<file path="config.mk">
export PLATFORM = sky130hd
export DESIGN_NAME = error_reporter
export DESIGN_NICKNAME = d
export VERILOG_FILES = /design/src/error_reporter.v
export VERILOG_INCLUDE_DIRS = /design/src
export SDC_FILE = /design/constraint.sdc
export NUM_CORES = 1
export LEC_CHECK = 0
export BUFFER_PORTS_ARGS = -buffer_cell sky130_fd_sc_hd__buf_2
export CAP_MARGIN = 30
export CORE_ASPECT_RATIO = 0.75
export CORE_MARGIN = 2
export CORE_UTILIZATION = 42
export CTS_CLUSTER_DIAMETER = 150
export DETAILED_ROUTE_END_ITERATION = 6
export PLACE_DENSITY = 0.88
export SYNTH_ARGS = -nofsm -noshare
export SYNTH_HDL_FRONTEND = slang
export SYNTH_SLANG_ARGS = --single-unit
</file>
<file path="constraint.sdc">
create_clock -name i_clk -period 1.12 [get_ports i_clk]
set_clock_uncertainty 0.2 [all_clocks]
set_input_delay 0.056 -clock i_clk [delete_from_list [all_inputs] [get_ports i_clk]]
set_output_delay 0.056 -clock i_clk [all_outputs]
set_load 0.03 [all_outputs]
</file>
<file path="src/error_reporter_defines.vh">
// Purpose: Constants for the command error reporter
// Assumes: Included by error_reporter.v
// Notes: Codes and widths as used by the command parser interface
`ifndef ERROR_REPORTER_DEFINES_VH
`define ERROR_REPORTER_DEFINES_VH
`define ERR_CODE_W 4
`define ERR_NONE 4'h0
`define ERR_CHAR 4'h4
`define ERR_RANGE 4'h5
`define ERR_SOFT_LIMIT 4'h6
`define ERR_BAD_LIMIT 4'h7
`define ERR_NO_QUERY 4'h8
`define ERR_OVP_LOW 4'h9
`define ERR_SLAVE 4'hA
`define ERR_CAL 4'hC
`define VALUE_W 16
`define STATUS_W 13
`define STATUS_ERR_BIT 7
`endif
</file>
<file path="src/error_reporter.v">
// Purpose: Error code capture, error flag and diagnostic indicators of a bus interface card
// Assumes: Parser delivers one-cycle event strobes; inputs synchronous to i_clk
// Notes: Error flag is mirrored in accumulated, live and serial poll status bits
//
// Summary of operation
// RULE1: Error query answers with pending error code; zero means no error pending.
// RULE2: Answering the error query clears the error flag.
// RULE3: Character outside command alphabet records code 4 and sets flag.
// RULE4: Numeric characters not forming a valid number record a parse error.
// RULE5: Unknown command or misplaced word, number, separator, terminator records parse error.
// RULE6: Parameter outside allowed range records code 5.
// RULE7: Setpoint above programmed soft limit is rejected with code 6.
// RULE8: Soft limit programmed below present output records code 7.
// RULE9: Talk request without prior query records code 8.
// RULE10: Overvoltage trip value below present output voltage records code 9.
// RULE11: Slave processor not responding records code 10.
// RULE12: Calibration command outside calibration mode is refused with code 12.
// RULE13: Reset command switches off all three diagnostic indicators. Here an indicator whose set event arrives in the same cycle stays lit.
// RULE14: Green indicator lights after recovery from an illegal operation code.
// RULE15: Illegal opcode recovery gives no indication on the bus.
// RULE16: First red indicator lights on master processor noise restart.
// RULE17: Second red indicator lights on slave processor noise restart.
// RULE18: Error query clears flag in accumulated, live and serial poll registers.
// RULE19: Pending code held until read; then zero until a new error.
`timescale 1ns/1ps
`include "error_reporter_defines.vh"

module error_reporter (
   // Clock and reset
   input wire i_clk,
   input wire i_rst_b,
   // Parser events, one-cycle strobes
   input wire i_bad_char,
   input wire i_bad_number,
   input wire i_bad_string,
   input wire i_syntax_error,
   input wire i_range_error,
   input wire i_talk_request,
   input wire i_query_pending,
   input wire i_slave_timeout,
   // Decoded commands, one-cycle strobes with value
   input wire i_cmd_voltage_setpoint,
   input wire i_cmd_current_setpoint,
   input wire i_cmd_voltage_soft_limit,
   input wire i_cmd_current_soft_limit,
   input wire i_cmd_overvoltage_trip_set,
   input wire i_cmd_calibration,
   input wire [`VALUE_W-1:0] i_cmd_value,
   input wire i_error_query,
   input wire i_reset_cmd,
   // Present state of the supply
   input wire i_calibration_mode_select,
   input wire [`VALUE_W-1:0] i_voltage_out,
   input wire [`VALUE_W-1:0] i_current_out,
   input wire [`VALUE_W-1:0] i_voltage_soft_limit,
   input wire [`VALUE_W-1:0] i_current_soft_limit,
   // Processor watch events
   input wire i_illegal_opcode_recovered,
   input wire i_master_restart,
   input wire i_slave_restart,
   // Query answer
   output reg o_answer_valid,
   output reg [`ERR_CODE_W-1:0] o_answer_code,
   // Error flag copies
   output reg o_accum_err,
   output reg o_status_err,
   output reg o_poll_err,
   // Accepted setpoint and refusals
   output reg o_setpoint_accept,
   output reg o_calibration_accept,
   // Diagnostic indicators
   output reg o_led_green,
   output reg o_led_red_master,
   output reg o_led_red_slave
);

   // ******************************
   // Shared functions
   // ******************************
   // Strict compares for every limit check (exceeds here, falls_below below), so all checks agree on the boundary
   function exceeds;
      input [`VALUE_W-1:0] value;
      input [`VALUE_W-1:0] limit;
      begin
         exceeds = (value > limit);
      end
   endfunction

   function falls_below;
      input [`VALUE_W-1:0] value;
      input [`VALUE_W-1:0] level;
      begin
         falls_below = (value < level);
      end
   endfunction

   // Set beats clear in one cycle, so an event next to a reset command is never lost
   function led_next;
      input current;
      input set_event;
      input clear_cmd;
      begin
         led_next = set_event | (current & ~clear_cmd);
      end
   endfunction

   // ******************************
   // Event decode
   // ******************************
   wire parse_hit;
   wire range_hit;
   wire v_setpoint_hit;
   wire c_setpoint_hit;
   wire v_limit_hit;
   wire c_limit_hit;
   wire talk_hit;
   wire trip_hit;
   wire slave_hit;
   wire cal_hit;
   wire setpoint_cmd;

   // The four parse classes share one code
   assign parse_hit = i_bad_char | i_bad_number | // RULE3 RULE4
      i_bad_string | i_syntax_error; // RULE5
   assign range_hit = i_range_error; // RULE6
   // Limit checks are strict: a value equal to its limit is legal
   assign v_setpoint_hit = i_cmd_voltage_setpoint &
      exceeds(i_cmd_value, i_voltage_soft_limit); // RULE7
   assign c_setpoint_hit = i_cmd_current_setpoint &
      exceeds(i_cmd_value, i_current_soft_limit); // RULE7
   assign v_limit_hit = i_cmd_voltage_soft_limit &
      falls_below(i_cmd_value, i_voltage_out); // RULE8
   assign c_limit_hit = i_cmd_current_soft_limit &
      falls_below(i_cmd_value, i_current_out); // RULE8
   assign talk_hit = i_talk_request & ~i_query_pending; // RULE9
   assign trip_hit = i_cmd_overvoltage_trip_set &
      falls_below(i_cmd_value, i_voltage_out); // RULE10
   assign slave_hit = i_slave_timeout; // RULE11
   assign cal_hit = i_cmd_calibration & ~i_calibration_mode_select; // RULE12
   assign setpoint_cmd = i_cmd_voltage_setpoint | i_cmd_current_setpoint;

   // ******************************
   // Error classification
   // ******************************
   reg [`ERR_CODE_W-1:0] event_code;
   reg event_hit;

   // Syntax classes first, since a malformed command has no value to check
   always @* begin
      event_hit = 1'b1;
      event_code = `ERR_NONE;
      if (parse_hit) begin
         event_code = `ERR_CHAR; // RULE3 RULE4 RULE5
      end else if (range_hit) begin
         event_code = `ERR_RANGE; // RULE6
      end else if (v_setpoint_hit | c_setpoint_hit) begin
         event_code = `ERR_SOFT_LIMIT; // RULE7
      end else if (v_limit_hit | c_limit_hit) begin
         event_code = `ERR_BAD_LIMIT; // RULE8
      end else if (talk_hit) begin
         event_code = `ERR_NO_QUERY; // RULE9
      end else if (trip_hit) begin
         event_code = `ERR_OVP_LOW; // RULE10
      end else if (slave_hit) begin
         event_code = `ERR_SLAVE; // RULE11
      end else if (cal_hit) begin
         event_code = `ERR_CAL; // RULE12
      end else begin
         event_hit = 1'b0;
      end
   end

   // ******************************
   // Pending error
   // ******************************
   reg [`ERR_CODE_W-1:0] pending_code;
   reg err_flag;
   reg [`ERR_CODE_W-1:0] next_code;
   reg next_flag;

   // New event wins over a query clear in the same cycle
   // Only the newest error is kept; an unread older code is overwritten
   always @* begin
      next_code = pending_code;
      next_flag = err_flag;
      if (i_error_query) begin
         next_code = `ERR_NONE; // RULE19
         next_flag = 1'b0; // RULE2
      end
      if (event_hit) begin
         next_code = event_code; // RULE19
         next_flag = 1'b1;
      end
   end

   always @(posedge i_clk or negedge i_rst_b) begin
      if (!i_rst_b) begin
         pending_code <= `ERR_NONE;
      end else begin
         pending_code <= next_code; // RULE19
      end
   end

   always @(posedge i_clk or negedge i_rst_b) begin
      if (!i_rst_b) begin
         err_flag <= 1'b0;
      end else begin
         err_flag <= next_flag; // RULE2
      end
   end

   // ******************************
   // Query answer
   // ******************************
   reg next_answer_valid;
   reg [`ERR_CODE_W-1:0] next_answer_code;

   // Answer carries the code pending before this query
   always @* begin
      next_answer_valid = i_error_query; // RULE1
      next_answer_code = o_answer_code;
      if (i_error_query) begin
         next_answer_code = pending_code; // RULE1
      end
   end

   // Code holds between queries so a slow reader still sees it
   always @(posedge i_clk or negedge i_rst_b) begin
      if (!i_rst_b) begin
         o_answer_valid <= 1'b0;
      end else begin
         o_answer_valid <= next_answer_valid; // RULE1
      end
   end

   always @(posedge i_clk or negedge i_rst_b) begin
      if (!i_rst_b) begin
         o_answer_code <= `ERR_NONE;
      end else begin
         o_answer_code <= next_answer_code; // RULE1
      end
   end

   // ******************************
   // Status flag copies
   // ******************************
   // One flag, seen by three status registers
   // Three flops rather than one fan-out, so each copy meets timing at its own reader
   always @(posedge i_clk or negedge i_rst_b) begin
      if (!i_rst_b) begin
         o_accum_err <= 1'b0;
      end else begin
         o_accum_err <= next_flag; // RULE18
      end
   end

   always @(posedge i_clk or negedge i_rst_b) begin
      if (!i_rst_b) begin
         o_status_err <= 1'b0;
      end else begin
         o_status_err <= next_flag; // RULE18
      end
   end

   always @(posedge i_clk or negedge i_rst_b) begin
      if (!i_rst_b) begin
         o_poll_err <= 1'b0;
      end else begin
         o_poll_err <= next_flag; // RULE18
      end
   end

   // ******************************
   // Command acceptance
   // ******************************
   reg next_setpoint_accept;
   reg next_calibration_accept;

   // A command is accepted only in a cycle with no error of any class
   always @* begin
      next_setpoint_accept = setpoint_cmd & ~event_hit; // RULE7
      next_calibration_accept = i_cmd_calibration & ~event_hit; // RULE12
   end

   // Accept strobes last one cycle, like the command strobes
   always @(posedge i_clk or negedge i_rst_b) begin
      if (!i_rst_b) begin
         o_setpoint_accept <= 1'b0;
      end else begin
         o_setpoint_accept <= next_setpoint_accept; // RULE7
      end
   end

   always @(posedge i_clk or negedge i_rst_b) begin
      if (!i_rst_b) begin
         o_calibration_accept <= 1'b0;
      end else begin
         o_calibration_accept <= next_calibration_accept; // RULE12
      end
   end

   // ******************************
   // Diagnostic indicators
   // ******************************
   reg next_led_green;
   reg next_led_red_master;
   reg next_led_red_slave;

   // Opcode recovery only lights an indicator; nothing reaches the error path or the bus
   always @* begin
      next_led_green = led_next(o_led_green, i_illegal_opcode_recovered, // RULE14 RULE15
         i_reset_cmd); // RULE13
      next_led_red_master = led_next(o_led_red_master, i_master_restart, // RULE16
         i_reset_cmd); // RULE13
      next_led_red_slave = led_next(o_led_red_slave, i_slave_restart, // RULE17
         i_reset_cmd); // RULE13
   end

   // Only the reset command or the reset pin turns an indicator off
   always @(posedge i_clk or negedge i_rst_b) begin
      if (!i_rst_b) begin
         o_led_green <= 1'b0;
      end else begin
         o_led_green <= next_led_green; // RULE14
      end
   end

   always @(posedge i_clk or negedge i_rst_b) begin
      if (!i_rst_b) begin
         o_led_red_master <= 1'b0;
      end else begin
         o_led_red_master <= next_led_red_master; // RULE16
      end
   end

   always @(posedge i_clk or negedge i_rst_b) begin
      if (!i_rst_b) begin
         o_led_red_slave <= 1'b0;
      end else begin
         o_led_red_slave <= next_led_red_slave; // RULE17
      end
   end

endmodule

</file>
# After elaboration in Yosys (flattened, before gate mapping)
# Cells that the tools add are included.
# word_totals
regBits	15
output_inout_bits	13
# classes
n_lt_le_gt_ge	4
muxes	20
n_bitwise	25
reduce_logical	1
# op_table
operator	count
$mux 4	10
$gt 16x16->1	2
$lt 16x16->1	2
$and 1x1->1	12
$mux 1	10
$or 1x1->1	9
$not 1->1	4
$reduce_bool 2->1	1

# Longest topological paths before layout
# Gate-level depths: netlist of run 1.
# depth
ltp_word	12
ltp_mapped	9
mapped_depth_nobuf	9

# Least setup slack after synthesis of run 1
# No wires, ideal clock.
# synth_path
path_type	input to register
from	in i_voltage_soft_limit[14]
to	reg o_poll_err
setup_time_ns	0.124
arrival_time_ns	1.769
required_time_ns	0.796
path_slack_ns	-0.973
cell_stages	8
n_path_buf	0
path_cell_list	inv_1 -> ha_1 -> nand4_1 -> or4_1 -> o21ai_1 -> o22a_2 -> nand4b_4 -> a211o_1
# synth_between
elab_chain_cells	7
# synth_lines
item	line	source
start, declared	error_reporter.v:55	input wire [`VALUE_W-1:0] i_voltage_soft_limit,
$gt 16x16->1 *	error_reporter.v:85	exceeds = (value > limit);
$and 1x1->1 *	error_reporter.v:127	assign v_setpoint_hit = i_cmd_voltage_setpoint &
$or 1x1->1 *	error_reporter.v:156	end else if (v_setpoint_hit | c_setpoint_hit) begin
$mux 1 *	error_reporter.v:156	
$mux 1 *	error_reporter.v:154	end else if (range_hit) begin
$mux 1 *	error_reporter.v:152	if (parse_hit) begin
$mux 1 or $reduce_bool 2->1 (tied branches)	n/a	
end signal, assigned	error_reporter.v:269	o_poll_err <= next_flag;
end, declared	error_reporter.v:67	output reg o_poll_err,
# Mark *: on every way between the ends. The rest lies on a longest branch, timed or not.
# A chain may end at the register's enable or synchronous reset.

# Worst setup path in the final report of run 1
# layout_path
from	in i_cmd_value[14]
to	reg o_poll_err
# layout_between
elab_chain_cells	9
# layout_lines
item	line	source
start, declared	error_reporter.v:48	input wire [`VALUE_W-1:0] i_cmd_value,
$lt 16x16->1	error_reporter.v:93	falls_below = (value < level);
$and 1x1->1	error_reporter.v:136	assign trip_hit = i_cmd_overvoltage_trip_set &
$mux 1	error_reporter.v:162	end else if (trip_hit) begin
$mux 1	error_reporter.v:160	end else if (talk_hit) begin
$mux 1	error_reporter.v:158	end else if (v_limit_hit | c_limit_hit) begin
$mux 1 *	error_reporter.v:156	
$mux 1 *	error_reporter.v:154	
$mux 1 *	error_reporter.v:152	
$mux 1 or $reduce_bool 2->1 (tied branches)	n/a	
# Marked as above.

==> results of run 1 <==
==> layout make-up <==
class                      instances  area share [%]
clock buffer                       3            1.08
tap                               75            2.45
inverter                          66            7.07
multi-input combinational        184            52.0
timing repair buffer             160            27.5
clock inverter                     1           0.131
sequential                        15            9.82
==> cells in the final DEF (no fill, tap or decap), types with 4 or more instances in the layout <==
master,Yosys,final
sky130_fd_sc_hd__dlygate4sd3_1,0,12
sky130_fd_sc_hd__inv_2,0,6
sky130_fd_sc_hd__o21ai_0,7,4
sky130_fd_sc_hd__mux2_2,4,4
sky130_fd_sc_hd__dfrtp_1,15,15
sky130_fd_sc_hd__nand2_1,11,11
sky130_fd_sc_hd__inv_1,66,57
sky130_fd_sc_hd__a21oi_1,20,14
sky130_fd_sc_hd__nor2_1,7,6
sky130_fd_sc_hd__a21oi_2,0,5
sky130_fd_sc_hd__buf_6,0,13
sky130_fd_sc_hd__a211oi_1,5,4
sky130_fd_sc_hd__buf_2,0,100
sky130_fd_sc_hd__ha_1,62,42
sky130_fd_sc_hd__ha_4,0,20
sky130_fd_sc_hd__buf_4,3,33
sky130_fd_sc_hd__nand3_1,7,7
sky130_fd_sc_hd__nand4_1,9,9
sky130_fd_sc_hd__a21o_1,9,9
sky130_fd_sc_hd__nand2b_1,4,4
==> per-layer routing <==
metal	wire, microns	global-route usage (%)	vias to the layer above
met1	3330	27.8	1235
met3	478	3.18	18
met5	0	0	-
li1	-	-	1276
met4	136	6.82	0
met2	4030	41.7	126
==> per-stage QoR <==
step	hold slack, ns	TNS [ns]
after floorplan	-0.440	-5.89
after global placement	-0.233	-7.99
after detailed placement	-0.227	-8.38
after CTS	-0.179	-5.76
after global routing	-0.00175	-6.78
final	-0.00681	-6.31
==> flip-flops by register name (all words and copies together) (netlist names) <==
| name | count |
|---|---|
| o_led_red_master | 1 |
| o_calibration_accept | 1 |
| o_setpoint_accept | 1 |
| o_led_red_slave | 1 |
| pending_code | 4 |
| o_led_green | 1 |
| o_poll_err | 1 |
| o_answer_code | 4 |
| o_answer_valid | 1 |
==> path summary, 6_finish.rpt <==
check,start,end,slack (ns)
worst min register to register,o_answer_code[2]$_DFFE_PN0P_,o_answer_code[2]$_DFFE_PN0P_,0.30
min in group asynchronous,i_rst_b,o_answer_code[0]$_DFFE_PN0P_,0.02
max in group asynchronous,i_rst_b,o_poll_err$_DFFE_PN0P_,0.44
worst min-delay path,i_range_error,pending_code[0]$_DFFE_PN0P_,-0.007
worst max-delay path,i_cmd_value[14],o_poll_err$_DFFE_PN0P_,-0.96
worst max register to register,pending_code[1]$_DFFE_PN0P_,pending_code[1]$_DFFE_PN0P_,-0.08
==> synthesized netlist by cell type, drive strengths merged, types with 3 or more instances <==
master	number	area, sq um
a211oi	5	37.5
a21o	9	67.6
a21oi	20	100
buf	3	22.5
dfrtp	15	375
ha	62	776
inv	66	248
mux2	4	45.0
nand2	11	41.3
nand2b	5	38.8
nand3	7	35.0
nand4	9	56.3
nor2	7	26.3
nor3	4	20.0
o211ai	3	22.5
o21ai	10	53.8
==> repair_timing <==
item,in CTS,in global routing
pin swaps,8,26
setup buffers,0,8
hold buffers,11,1
setup endpoints to repair,10,10
resized for setup,23,49
hold endpoints to repair,28,2
==> power by group through the flow <==
stage	clock network [mW]	logic [mW]	registers (mW)
2_1_floorplan	0	0.509	0.597
3_3_place_gp	0	0.937	0.572
3_5_place_dp	0	0.989	0.573
4_1_cts	0.456	1.07	0.563
5_1_grt	0.490	1.37	0.565
6_report	0.470	1.25	0.564
==> cell families (layout without fill, tap and decap cells) <==
family,after synthesis,count (layout),synth area share [%]
multiplexers,4,4,1.99
adder cells (fa/ha/maj),62,62,34.3
AND/OR/NAND/NOR,52,52,13.2
AO/OA/AOI/OAI,66,66,22.1
flip-flops,15,15,16.6
buffers and inverters,69,230,11.9
==> worst max-delay path, delay by kind of cell <==
family / cells / cell delay (ns)
AND/OR/NAND/NOR: 3 / 0.81
AO/OA/AOI/OAI: 3 / 0.68
adder cells (fa/ha/maj): 1 / 0.29
buffers and inverters: 1 / 0.17
==> impl_metrics.xml, run 1 <==
<?xml version="1.0" encoding="UTF-8"?>
<metrics>
  <group name="outcome">
    <metric name="status" unit="">finished, violations left</metric>
    <metric name="failed_checks" unit="">hold timing, setup timing</metric>
  </group>
  <group name="floorplanning">
    <metric name="die_w" unit="microns">88.8</metric>
    <metric name="fp-row-count" unit="">23</metric>
    <metric name="dieArea" unit="sq mm">0.00600</metric>
    <metric name="floorplan.initialDensity" unit="%">43.0</metric>
    <metric name="core_region_area" unit="sq mm">0.00527</metric>
    <metric name="dieHeight" unit="microns">67.6</metric>
    <metric name="num_io_pins" unit="">115</metric>
  </group>
  <group name="final_layout">
    <metric name="multi_input_comb_area" unit="sq mm">0.00199</metric>
    <metric name="register_area" unit="sq um">375</metric>
    <metric name="fin_cells" unit="">504</metric>
    <metric name="n_fill_cell" unit="">374</metric>
    <metric name="utilization" unit="%">72.6</metric>
    <metric name="fin_area" unit="sq mm">0.00382</metric>
    <metric name="nNetsFinal" unit="">594</metric>
    <metric name="insertedDiodeCount" unit="">0</metric>
    <metric name="area_growth" unit="%">68.9</metric>
    <metric name="layout-drive-gt1-share" unit="%">49.7</metric>
  </group>
  <group name="sta">
    <metric name="finalCritPeriodShare" unit="%">186</metric>
    <metric name="timing_max_transition_violations_final" unit="">0</metric>
    <metric name="max_freq" unit="MHz">480</metric>
    <metric name="whs" unit="ns">-0.00681</metric>
    <metric name="finalSetupViolCount" unit="">10</metric>
    <metric name="max_slew.worst_pin.slew" unit="ns">0.507</metric>
    <metric name="final_hold_viol_count" unit="">5</metric>
    <metric name="final.min_clock_period" unit="ns">2.08</metric>
    <metric name="layout_setup_ws" unit="ns">-0.964</metric>
    <metric name="rsz0062_at_grt" unit="">yes</metric>
    <metric name="slew_headroom" unit="%">65.9</metric>
  </group>
  <group name="pwr">
    <metric name="power.combinational.fraction" unit="%">54.7</metric>
    <metric name="power.share.switching" unit="%">36.7</metric>
    <metric name="cell_internal_pwr" unit="mW">1.45</metric>
    <metric name="leakagePower" unit="nW">2.05</metric>
    <metric name="totalPowerFinal" unit="mW">2.28</metric>
    <metric name="power_switching" unit="mW">0.839</metric>
    <metric name="irDropWorstVdd" unit="mV">0.521</metric>
    <metric name="share_seq_of_total_power" unit="%">24.7</metric>
    <metric name="clock_power_share" unit="%">20.6</metric>
    <metric name="power.density" unit="mW/mm^2">598</metric>
  </group>
  <group name="placed_design">
    <metric name="io_buffer_count" unit="">114</metric>
    <metric name="gpl.final_weighted_congestion" unit="">0.876</metric>
    <metric name="placement.setup.worst_slack" unit="ns">-1.21</metric>
    <metric name="hpwl" unit="mm">5.75</metric>
    <metric name="placed_cells_incl_taps" unit="">480</metric>
    <metric name="placed_area" unit="sq mm">0.00320</metric>
  </group>
  <group name="setup_path">
    <metric name="rr_worst_depth" unit="">3</metric>
    <metric name="timing.critical_path.slowest_cell_delay" unit="ns">0.48</metric>
    <metric name="startpoint_type" unit="">input port</metric>
    <metric name="largest_fanout_on_the_critical_path" unit="">6</metric>
    <metric name="crit_chain" unit="">buf_2 -&gt; ha_4 -&gt; nand4_1 -&gt; or4_4 -&gt; o21ai_2 -&gt; o22a_2 -&gt; nand4b_4 -&gt; a211o_1</metric>
    <metric name="timing.setup.critical_path_class" unit="">input port to flip-flop</metric>
    <metric name="end_kind" unit="">flip-flop</metric>
    <metric name="cpMaxStageDelayCell" unit="">sky130_fd_sc_hd__or4_4</metric>
    <metric name="critPathRequiredTime" unit="ns">1.06</metric>
    <metric name="worstPathArrival" unit="ns">2.02</metric>
  </group>
  <group name="global_route">
    <metric name="grt_use_total" unit="%">22.8</metric>
    <metric name="first_global_vias" unit="">2538</metric>
    <metric name="grt_pass1_wl" unit="mm">10.7</metric>
    <metric name="maximum_number_of_pins_on_one_net_before_global_route_repair" unit="">16</metric>
    <metric name="grt_antenna_before_repair" unit="">0</metric>
    <metric name="overflow" unit="">0</metric>
  </group>
  <group name="clocking">
    <metric name="cts_buffers" unit="">3</metric>
    <metric name="worst_setup_hold_path_clk_slew" unit="ns">0.07</metric>
    <metric name="clock_sinks" unit="">15</metric>
    <metric name="cts_root_buffer" unit="">sky130_fd_sc_hd__clkbuf_8</metric>
    <metric name="cts_max_path_buffers" unit="">2</metric>
    <metric name="clk_latency" unit="ns">0.26</metric>
    <metric name="clock_tree.htree_level_count" unit="">1</metric>
    <metric name="tritoncts" unit="">built</metric>
  </group>
  <group name="routing">
    <metric name="drt-total-wl" unit="mm">7.98</metric>
    <metric name="average_routed_wire_per_standard_cell" unit="microns">15.8</metric>
    <metric name="detail_route.vias_per_cell" unit="">5.27</metric>
    <metric name="ant_nets" unit="">0</metric>
    <metric name="via_count" unit="">2655</metric>
    <metric name="drtPass1Iterations" unit="">5</metric>
    <metric name="drc_errors" unit="">0</metric>
    <metric name="drt_iter0_drc" unit="">88</metric>
  </group>
  <group name="synth">
    <metric name="synth_edf_count" unit="">0</metric>
    <metric name="mappedNetlistArea" unit="sq mm">0.00226</metric>
    <metric name="ys_seq_elements" unit="">15</metric>
    <metric name="syn-num-nets" unit="">432</metric>
    <metric name="synth_ff_type" unit="">sky130_fd_sc_hd__dfrtp_1</metric>
    <metric name="synth_cells" unit="">268</metric>
    <metric name="synth_area_per_cell" unit="sq um">8.45</metric>
    <metric name="synth_cell_type_count" unit="">41</metric>
    <metric name="synth-warning-count" unit="">0</metric>
    <metric name="asyncSetResetFlopFracSynth" unit="%">100</metric>
    <metric name="synth_seq_area_share" unit="%">16.6</metric>
  </group>
  <group name="hold_path">
    <metric name="hold_path.class" unit="">input port to flip-flop</metric>
    <metric name="worst_hold_path.num_cells" unit="">4</metric>
  </group>
  <group name="job">
    <metric name="max_cap_viol_count" unit="">0</metric>
  </group>
</metrics>
Power figures use the tool's default switching activity.
==> run 2: changes to the inputs <==
CTS_BUF_LIST = sky130_fd_sc_hd__clkbuf_16   (was not set)
PLACE_DENSITY = 0.78   (was 0.88)
==> impl_metrics.xml, run 2 (synthesized netlist as in run 1, its figures left out) <==
<?xml version="1.0" encoding="UTF-8"?>
<metrics>
  <group name="routing">
    <metric name="via_count" unit="">2593</metric>
    <metric name="average_routed_wire_per_standard_cell" unit="microns">15.9</metric>
    <metric name="drc_errors" unit="">0</metric>
    <metric name="drt_iter0_drc" unit="">83</metric>
    <metric name="drtPass1Iterations" unit="">4</metric>
    <metric name="detail_route.vias_per_cell" unit="">5.16</metric>
    <metric name="ant_nets" unit="">0</metric>
    <metric name="drt-total-wl" unit="mm">7.99</metric>
  </group>
  <group name="placed_design">
    <metric name="gpl.final_weighted_congestion" unit="">0.862</metric>
    <metric name="hpwl" unit="mm">5.46</metric>
    <metric name="placed_area" unit="sq mm">0.00320</metric>
    <metric name="placement.setup.worst_slack" unit="ns">-1.22</metric>
    <metric name="io_buffer_count" unit="">114</metric>
  </group>
  <group name="floorplanning">
    <metric name="die_w" unit="microns">88.8</metric>
    <metric name="core_region_area" unit="sq mm">0.00527</metric>
    <metric name="floorplan.initialDensity" unit="%">43.0</metric>
    <metric name="dieHeight" unit="microns">67.6</metric>
    <metric name="num_io_pins" unit="">115</metric>
    <metric name="fp-row-count" unit="">23</metric>
    <metric name="dieArea" unit="sq mm">0.00600</metric>
  </group>
  <group name="global_route">
    <metric name="first_global_vias" unit="">2493</metric>
    <metric name="overflow" unit="">0</metric>
    <metric name="maximum_number_of_pins_on_one_net_before_global_route_repair" unit="">16</metric>
    <metric name="grt_pass1_wl" unit="mm">11.0</metric>
    <metric name="grt_antenna_before_repair" unit="">0</metric>
    <metric name="grt_use_total" unit="%">23.6</metric>
  </group>
  <group name="clocking">
    <metric name="cts_max_path_buffers" unit="">2</metric>
    <metric name="clk_latency" unit="ns">0.24</metric>
    <metric name="tritoncts" unit="">built</metric>
    <metric name="clock_tree.htree_level_count" unit="">1</metric>
    <metric name="cts_root_buffer" unit="">sky130_fd_sc_hd__clkbuf_16</metric>
    <metric name="worst_setup_hold_path_clk_slew" unit="ns">0.05</metric>
    <metric name="clock_sinks" unit="">15</metric>
    <metric name="cts_buffers" unit="">3</metric>
  </group>
  <group name="setup_path">
    <metric name="cpMaxStageDelayCell" unit="">sky130_fd_sc_hd__a221o_1</metric>
    <metric name="end_kind" unit="">flip-flop</metric>
    <metric name="crit_family" unit="">compound AO/OA/AOI/OAI gates</metric>
    <metric name="critical_path_buf_inv_count" unit="">3</metric>
    <metric name="worstPathArrival" unit="ns">2.10</metric>
    <metric name="startpoint_type" unit="">input port</metric>
    <metric name="crit_chain" unit="">buf_2 -&gt; inv_1 -&gt; ha_4 -&gt; a21oi_1 -&gt; nand2_1 -&gt; a221o_1 -&gt; nor3_2 -&gt; o22a_2 -&gt; nand4b_4 -&gt; buf_4 -&gt; a21o_1</metric>
    <metric name="timing.setup.critical_path_class" unit="">input port to flip-flop</metric>
    <metric name="critPathRequiredTime" unit="ns">1.06</metric>
    <metric name="timing.critical_path.slowest_cell_delay" unit="ns">0.37</metric>
    <metric name="largest_fanout_on_the_critical_path" unit="">6</metric>
  </group>
  <group name="outcome">
    <metric name="status" unit="">finished, violations left</metric>
    <metric name="failed_checks" unit="">hold timing, setup timing</metric>
  </group>
  <group name="final_layout">
    <metric name="reg_top3" unit="">o_answer_code (4), pending_code (4)</metric>
    <metric name="multi_input_comb_area" unit="sq mm">0.00196</metric>
    <metric name="n_fill_cell" unit="">374</metric>
    <metric name="area_growth" unit="%">70.1</metric>
    <metric name="final_common_cell" unit="">sky130_fd_sc_hd__buf_2</metric>
    <metric name="final_cell_mix" unit="">sky130_fd_sc_hd__buf_2 (94), sky130_fd_sc_hd__inv_1 (60), sky130_fd_sc_hd__ha_1 (44), sky130_fd_sc_hd__buf_4 (36), sky130_fd_sc_hd__ha_4 (18)</metric>
    <metric name="insertedDiodeCount" unit="">0</metric>
    <metric name="layout-drive-gt1-share" unit="%">49.3</metric>
    <metric name="nNetsFinal" unit="">593</metric>
    <metric name="fin_area" unit="sq mm">0.00385</metric>
    <metric name="register_area" unit="sq um">377</metric>
  </group>
  <group name="sta">
    <metric name="finalSetupViolCount" unit="">7</metric>
    <metric name="final_hold_viol_count" unit="">2</metric>
    <metric name="max_freq" unit="MHz">462</metric>
    <metric name="final.min_clock_period" unit="ns">2.17</metric>
    <metric name="max_slew.worst_pin.slew" unit="ns">0.419</metric>
    <metric name="layout_setup_ws" unit="ns">-1.05</metric>
    <metric name="slew_headroom" unit="%">72.1</metric>
    <metric name="rsz0062_at_grt" unit="">yes</metric>
    <metric name="whs" unit="ns">-0.00213</metric>
    <metric name="finalCritPeriodShare" unit="%">193</metric>
    <metric name="totalNegativeSetupSlack" unit="ns">-6.53</metric>
    <metric name="timing_max_transition_violations_final" unit="">0</metric>
  </group>
  <group name="pwr">
    <metric name="irDropWorstVdd" unit="mV">0.585</metric>
    <metric name="power.density" unit="mW/mm^2">650</metric>
    <metric name="leakagePower" unit="nW">2.07</metric>
  </group>
  <group name="job">
    <metric name="max_cap_viol_count" unit="">0</metric>
  </group>
  <group name="hold_path">
    <metric name="hold_path.class" unit="">input port to flip-flop</metric>
  </group>
</metrics>
run 2: cell count changes in the layout (fill, tap and decap cells not counted), moves of 2 or more:
| cell | previous run | this run |
|---|---|---|
| sky130_fd_sc_hd__inv_2 | 6 | 3 |
| sky130_fd_sc_hd__clkbuf_16 | 0 | 3 |
| sky130_fd_sc_hd__buf_4 | 33 | 36 |
| sky130_fd_sc_hd__clkbuf_8 | 3 | 0 |
| sky130_fd_sc_hd__inv_1 | 57 | 60 |
| sky130_fd_sc_hd__ha_4 | 20 | 18 |
| sky130_fd_sc_hd__ha_1 | 42 | 44 |
| sky130_fd_sc_hd__buf_2 | 100 | 94 |
run 2: routing by layer:
metal  track usage [%]  wire length (microns)  share of wire [%]  vias up
li1                  -                      -                  -     1273
met1              31.2                   3470                 43     1196
met2              41.9                   3910                 49      114
met3              2.44                    497                6.2       10
met4              4.92                    111                1.4        0
met5                 0                      0                  0        -
run 2: area by class of cell:
cell class,count,area share (%)
Sequential cell,15,9.78
Clock buffer,3,1.95
Tap cell,75,2.44
Inverter,66,7.08
Clock inverter,1,0.0975
Timing Repair Buffer,159,27.7
Multi-Input combinational cell,184,50.9
run 2: per-stage QoR:
| step | cells | power [mW] | utilization, % |
|---|---|---|---|
| after floorplan | 268 | 1.11 | - |
| after global placement | 479 | 1.52 | 60.7 |
| after detailed placement | 479 | 1.55 | 60.7 |
| after CTS | 502 | 2.42 | 70.9 |
| after global routing | 503 | 2.66 | 73.1 |
| final | 503 | 2.50 | 73.1 |
run 2: path summary, 6_finish.rpt:
check / startpoint / end / slack (ns) / cells after the start
max: i_current_soft_limit[14] / pending_code[2]$_DFFE_PN0P_ / -1.05 / 11
min: i_error_query / o_answer_code[1]$_DFFE_PN0P_ / -0.002 / 2
max reg2reg: pending_code[1]$_DFFE_PN0P_ / pending_code[1]$_DFFE_PN0P_ / 0 / 3
min reg2reg: o_led_red_slave$_DFF_PN0_ / o_led_red_slave$_DFF_PN0_ / 0.27 / 1
max in group asynchronous: i_rst_b / o_poll_err$_DFFE_PN0P_ / 0.41 / 2
min in group asynchronous: i_rst_b / pending_code[3]$_DFFE_PN0P_ / 0.05 / 2
run 2: power breakdown:
part           internal, mW  total (mW)  switching, mW  leakage (nW)
logic                 0.644        1.26          0.612          1.84
registers             0.558       0.564        0.00638         0.181
clock network         0.472       0.683          0.211        0.0423
total                  1.67        2.50          0.829          2.07
run 2: what timing repair did:
action                                  4_1_cts  5_1_grt
gates resized for setup                      56       28
buffers inserted                              7        1
hold buffers                                 12        0
endpoints found under the hold margin        28        0
endpoints found under the setup margin        7       10
pin swaps                                    22       11
==> run 3: changes to the inputs <==
BUFFER_PORTS_ARGS = not set   (was -buffer_cell sky130_fd_sc_hd__buf_2)
CORE_UTILIZATION = 59   (was 42)
CTS_BUF_LIST = not set   (was sky130_fd_sc_hd__clkbuf_16)
DONT_BUFFER_PORTS = 1   (was not set)
==> impl_metrics.xml, run 3 (synthesized netlist as in run 1, its figures left out) <==
<?xml version="1.0" encoding="UTF-8"?>
<metrics>
  <group name="outcome">
    <metric name="status" unit="">finished, violations left</metric>
    <metric name="failed_checks" unit="">hold timing, setup timing</metric>
  </group>
  <group name="sta">
    <metric name="max_slew.worst_pin.slew" unit="ns">0.679</metric>
    <metric name="timing_max_transition_violations_final" unit="">0</metric>
    <metric name="finalCritPeriodShare" unit="%">172</metric>
    <metric name="final_hold_viol_count" unit="">7</metric>
    <metric name="finalSetupViolCount" unit="">11</metric>
    <metric name="whs" unit="ns">-0.157</metric>
    <metric name="rsz0062_at_grt" unit="">yes</metric>
    <metric name="max_freq" unit="MHz">519</metric>
    <metric name="slew_headroom" unit="%">54.6</metric>
    <metric name="final.min_clock_period" unit="ns">1.93</metric>
    <metric name="layout_setup_ws" unit="ns">-0.805</metric>
  </group>
  <group name="final_layout">
    <metric name="insertedDiodeCount" unit="">0</metric>
    <metric name="final_common_cell" unit="">sky130_fd_sc_hd__inv_1</metric>
    <metric name="layout-drive-gt1-share" unit="%">27.0</metric>
    <metric name="utilization" unit="%">82.7</metric>
    <metric name="area_growth" unit="%">33.7</metric>
    <metric name="nNetsFinal" unit="">476</metric>
    <metric name="final_cell_mix" unit="">sky130_fd_sc_hd__inv_1 (59), sky130_fd_sc_hd__ha_1 (47), sky130_fd_sc_hd__buf_4 (29), sky130_fd_sc_hd__a21oi_1 (16)</metric>
    <metric name="reg_top3" unit="">o_answer_code (4), pending_code (4)</metric>
  </group>
  <group name="floorplanning">
    <metric name="fp-row-count" unit="">19</metric>
    <metric name="num_io_pins" unit="">115</metric>
    <metric name="die_w" unit="microns">75.5</metric>
    <metric name="floorplan.initialDensity" unit="%">61.8</metric>
    <metric name="dieHeight" unit="microns">57.6</metric>
    <metric name="dieArea" unit="sq mm">0.00435</metric>
    <metric name="core_region_area" unit="sq mm">0.00366</metric>
  </group>
  <group name="setup_path">
    <metric name="timing.critical_path.slowest_cell_delay" unit="ns">0.35</metric>
    <metric name="crit_family" unit="">compound AO/OA/AOI/OAI gates</metric>
    <metric name="critPathRequiredTime" unit="ns">1.05</metric>
    <metric name="crit_chain" unit="">inv_1 -&gt; ha_1 -&gt; a21oi_1 -&gt; nand2_1 -&gt; a221o_1 -&gt; nor3_1 -&gt; o22a_2 -&gt; nand4b_4 -&gt; a211o_1</metric>
    <metric name="worstPathArrival" unit="ns">1.86</metric>
    <metric name="cpMaxStageDelayCell" unit="">sky130_fd_sc_hd__a221o_1</metric>
    <metric name="end_kind" unit="">flip-flop</metric>
    <metric name="timing.setup.critical_path_class" unit="">input port to flip-flop</metric>
    <metric name="critical_path_buf_inv_count" unit="">1</metric>
    <metric name="startpoint_type" unit="">input port</metric>
    <metric name="largest_fanout_on_the_critical_path" unit="">6</metric>
  </group>
  <group name="pwr">
    <metric name="share_seq_of_total_power" unit="%">29.5</metric>
    <metric name="power.density" unit="mW/mm^2">637</metric>
    <metric name="irDropWorstVdd" unit="mV">1.28</metric>
    <metric name="power.share.switching" unit="%">34.0</metric>
    <metric name="power_switching" unit="mW">0.655</metric>
    <metric name="power.combinational.fraction" unit="%">47.5</metric>
    <metric name="clock_power_share" unit="%">23.0</metric>
    <metric name="cell_internal_pwr" unit="mW">1.27</metric>
    <metric name="leakagePower" unit="nW">1.53</metric>
  </group>
  <group name="job">
    <metric name="max_cap_viol_count" unit="">0</metric>
  </group>
  <group name="routing">
    <metric name="drt_iter0_drc" unit="">104</metric>
    <metric name="drt-total-wl" unit="mm">6.46</metric>
    <metric name="detail_route.vias_per_cell" unit="">5.81</metric>
    <metric name="via_count" unit="">2109</metric>
    <metric name="drtPass1Iterations" unit="">4</metric>
    <metric name="drc_errors" unit="">0</metric>
    <metric name="average_routed_wire_per_standard_cell" unit="microns">17.8</metric>
    <metric name="ant_nets" unit="">0</metric>
  </group>
  <group name="placed_design">
    <metric name="hpwl" unit="mm">4.87</metric>
    <metric name="placement.setup.worst_slack" unit="ns">-1.04</metric>
    <metric name="gpl.final_weighted_congestion" unit="">0.851</metric>
    <metric name="io_buffer_count" unit="">0</metric>
  </group>
  <group name="clocking">
    <metric name="clock_tree.htree_level_count" unit="">1</metric>
    <metric name="clk_latency" unit="ns">0.25</metric>
    <metric name="worst_setup_hold_path_clk_slew" unit="ns">0.06</metric>
    <metric name="cts_root_buffer" unit="">sky130_fd_sc_hd__clkbuf_8</metric>
    <metric name="cts_buffers" unit="">3</metric>
    <metric name="clock_sinks" unit="">15</metric>
    <metric name="tritoncts" unit="">built</metric>
    <metric name="cts_max_path_buffers" unit="">2</metric>
  </group>
  <group name="global_route">
    <metric name="overflow" unit="">0</metric>
    <metric name="first_global_vias" unit="">2173</metric>
    <metric name="grt_pass1_wl" unit="mm">9.52</metric>
    <metric name="grt_antenna_before_repair" unit="">0</metric>
    <metric name="grt_use_total" unit="%">28.9</metric>
    <metric name="maximum_number_of_pins_on_one_net_before_global_route_repair" unit="">16</metric>
  </group>
  <group name="hold_path">
    <metric name="hold_path.class" unit="">input port to flip-flop</metric>
  </group>
</metrics>
## run 3: cell type report
cell class	count	area (sq um)
multi-input combinational	184	1910
sequential	15	375
timing repair buffer	42	349
inverter	66	285
tap	52	65.1
clock buffer	4	45.0
fill	238	634
## run 3: worst reg2reg max path: cells and delay by family (launching register included)
| family | cells | cell delay [ns] |
|---|---|---|
| flops | 1 | 0.40 |
| compound gates | 2 | 0.33 |
| simple gates | 1 | 0.07 |
## run 3: stage by stage
stage	cell area (sq um)	setup TNS, ns	instances	power [mW]	hold WS [ns]
6_report	3030	-5.35	363	1.93	-0.157
2_1_floorplan	2370	-5.89	268	1.11	-0.440
3_3_place_gp	2590	-6.69	341	1.26	-0.439
3_5_place_dp	2590	-6.87	341	1.30	-0.439
4_1_cts	2940	-4.46	361	1.85	-0.369
5_1_grt	3030	-5.79	363	2.06	-0.161
## run 3: final timing paths
check | start | cells past startpoint | to | slack, ns
worst max-delay path | i_current_soft_limit[14] | 9 | o_poll_err$_DFFE_PN0P_ | -0.81
worst min-delay path | i_cmd_voltage_soft_limit | 2 | pending_code[1]$_DFFE_PN0P_ | -0.16
worst max register to register | pending_code[1]$_DFFE_PN0P_ | 3 | pending_code[1]$_DFFE_PN0P_ | 0.01
worst min register to register | o_led_red_master$_DFF_PN0_ | 1 | o_led_red_master$_DFF_PN0_ | 0.28
max in group asynchronous | i_rst_b | 1 | o_answer_code[3]$_DFFE_PN0P_ | 0.20
min in group asynchronous | i_rst_b | 1 | pending_code[1]$_DFFE_PN0P_ | 0.09
## run 3: power by group through the flow
| stage | sequential, mW | clock, mW | combinational, mW |
|---|---|---|---|
| final | 0.568 | 0.444 | 0.915 |
| after global routing | 0.568 | 0.476 | 1.02 |
| after floorplan | 0.597 | 0 | 0.509 |
| after CTS | 0.567 | 0.446 | 0.837 |
| after global placement | 0.577 | 0 | 0.684 |
| after detailed placement | 0.577 | 0 | 0.723 |
## run 3: repair_timing
| item | 4_1_cts | 5_1_grt |
|---|---|---|
| cloned | 0 | 0 |
| hold endpoints to repair | 30 | 12 |
| setup endpoints to repair | 10 | 7 |
| hold buffers | 11 | 1 |
| pin swaps | 17 | 4 |
| resized for setup | 22 | 15 |
| setup buffers | 5 | 1 |
## run 3: layer usage
metal / track usage [%] / vias to the layer above / part of all wire, %
li1: - / 1040 / -
met1: 35.4 / 946 / 41
met2: 49.4 / 102 / 48
met3: 7.83 / 21 / 7.5
met4: 9.02 / 0 / 2.8
met5: 0 / - / 0
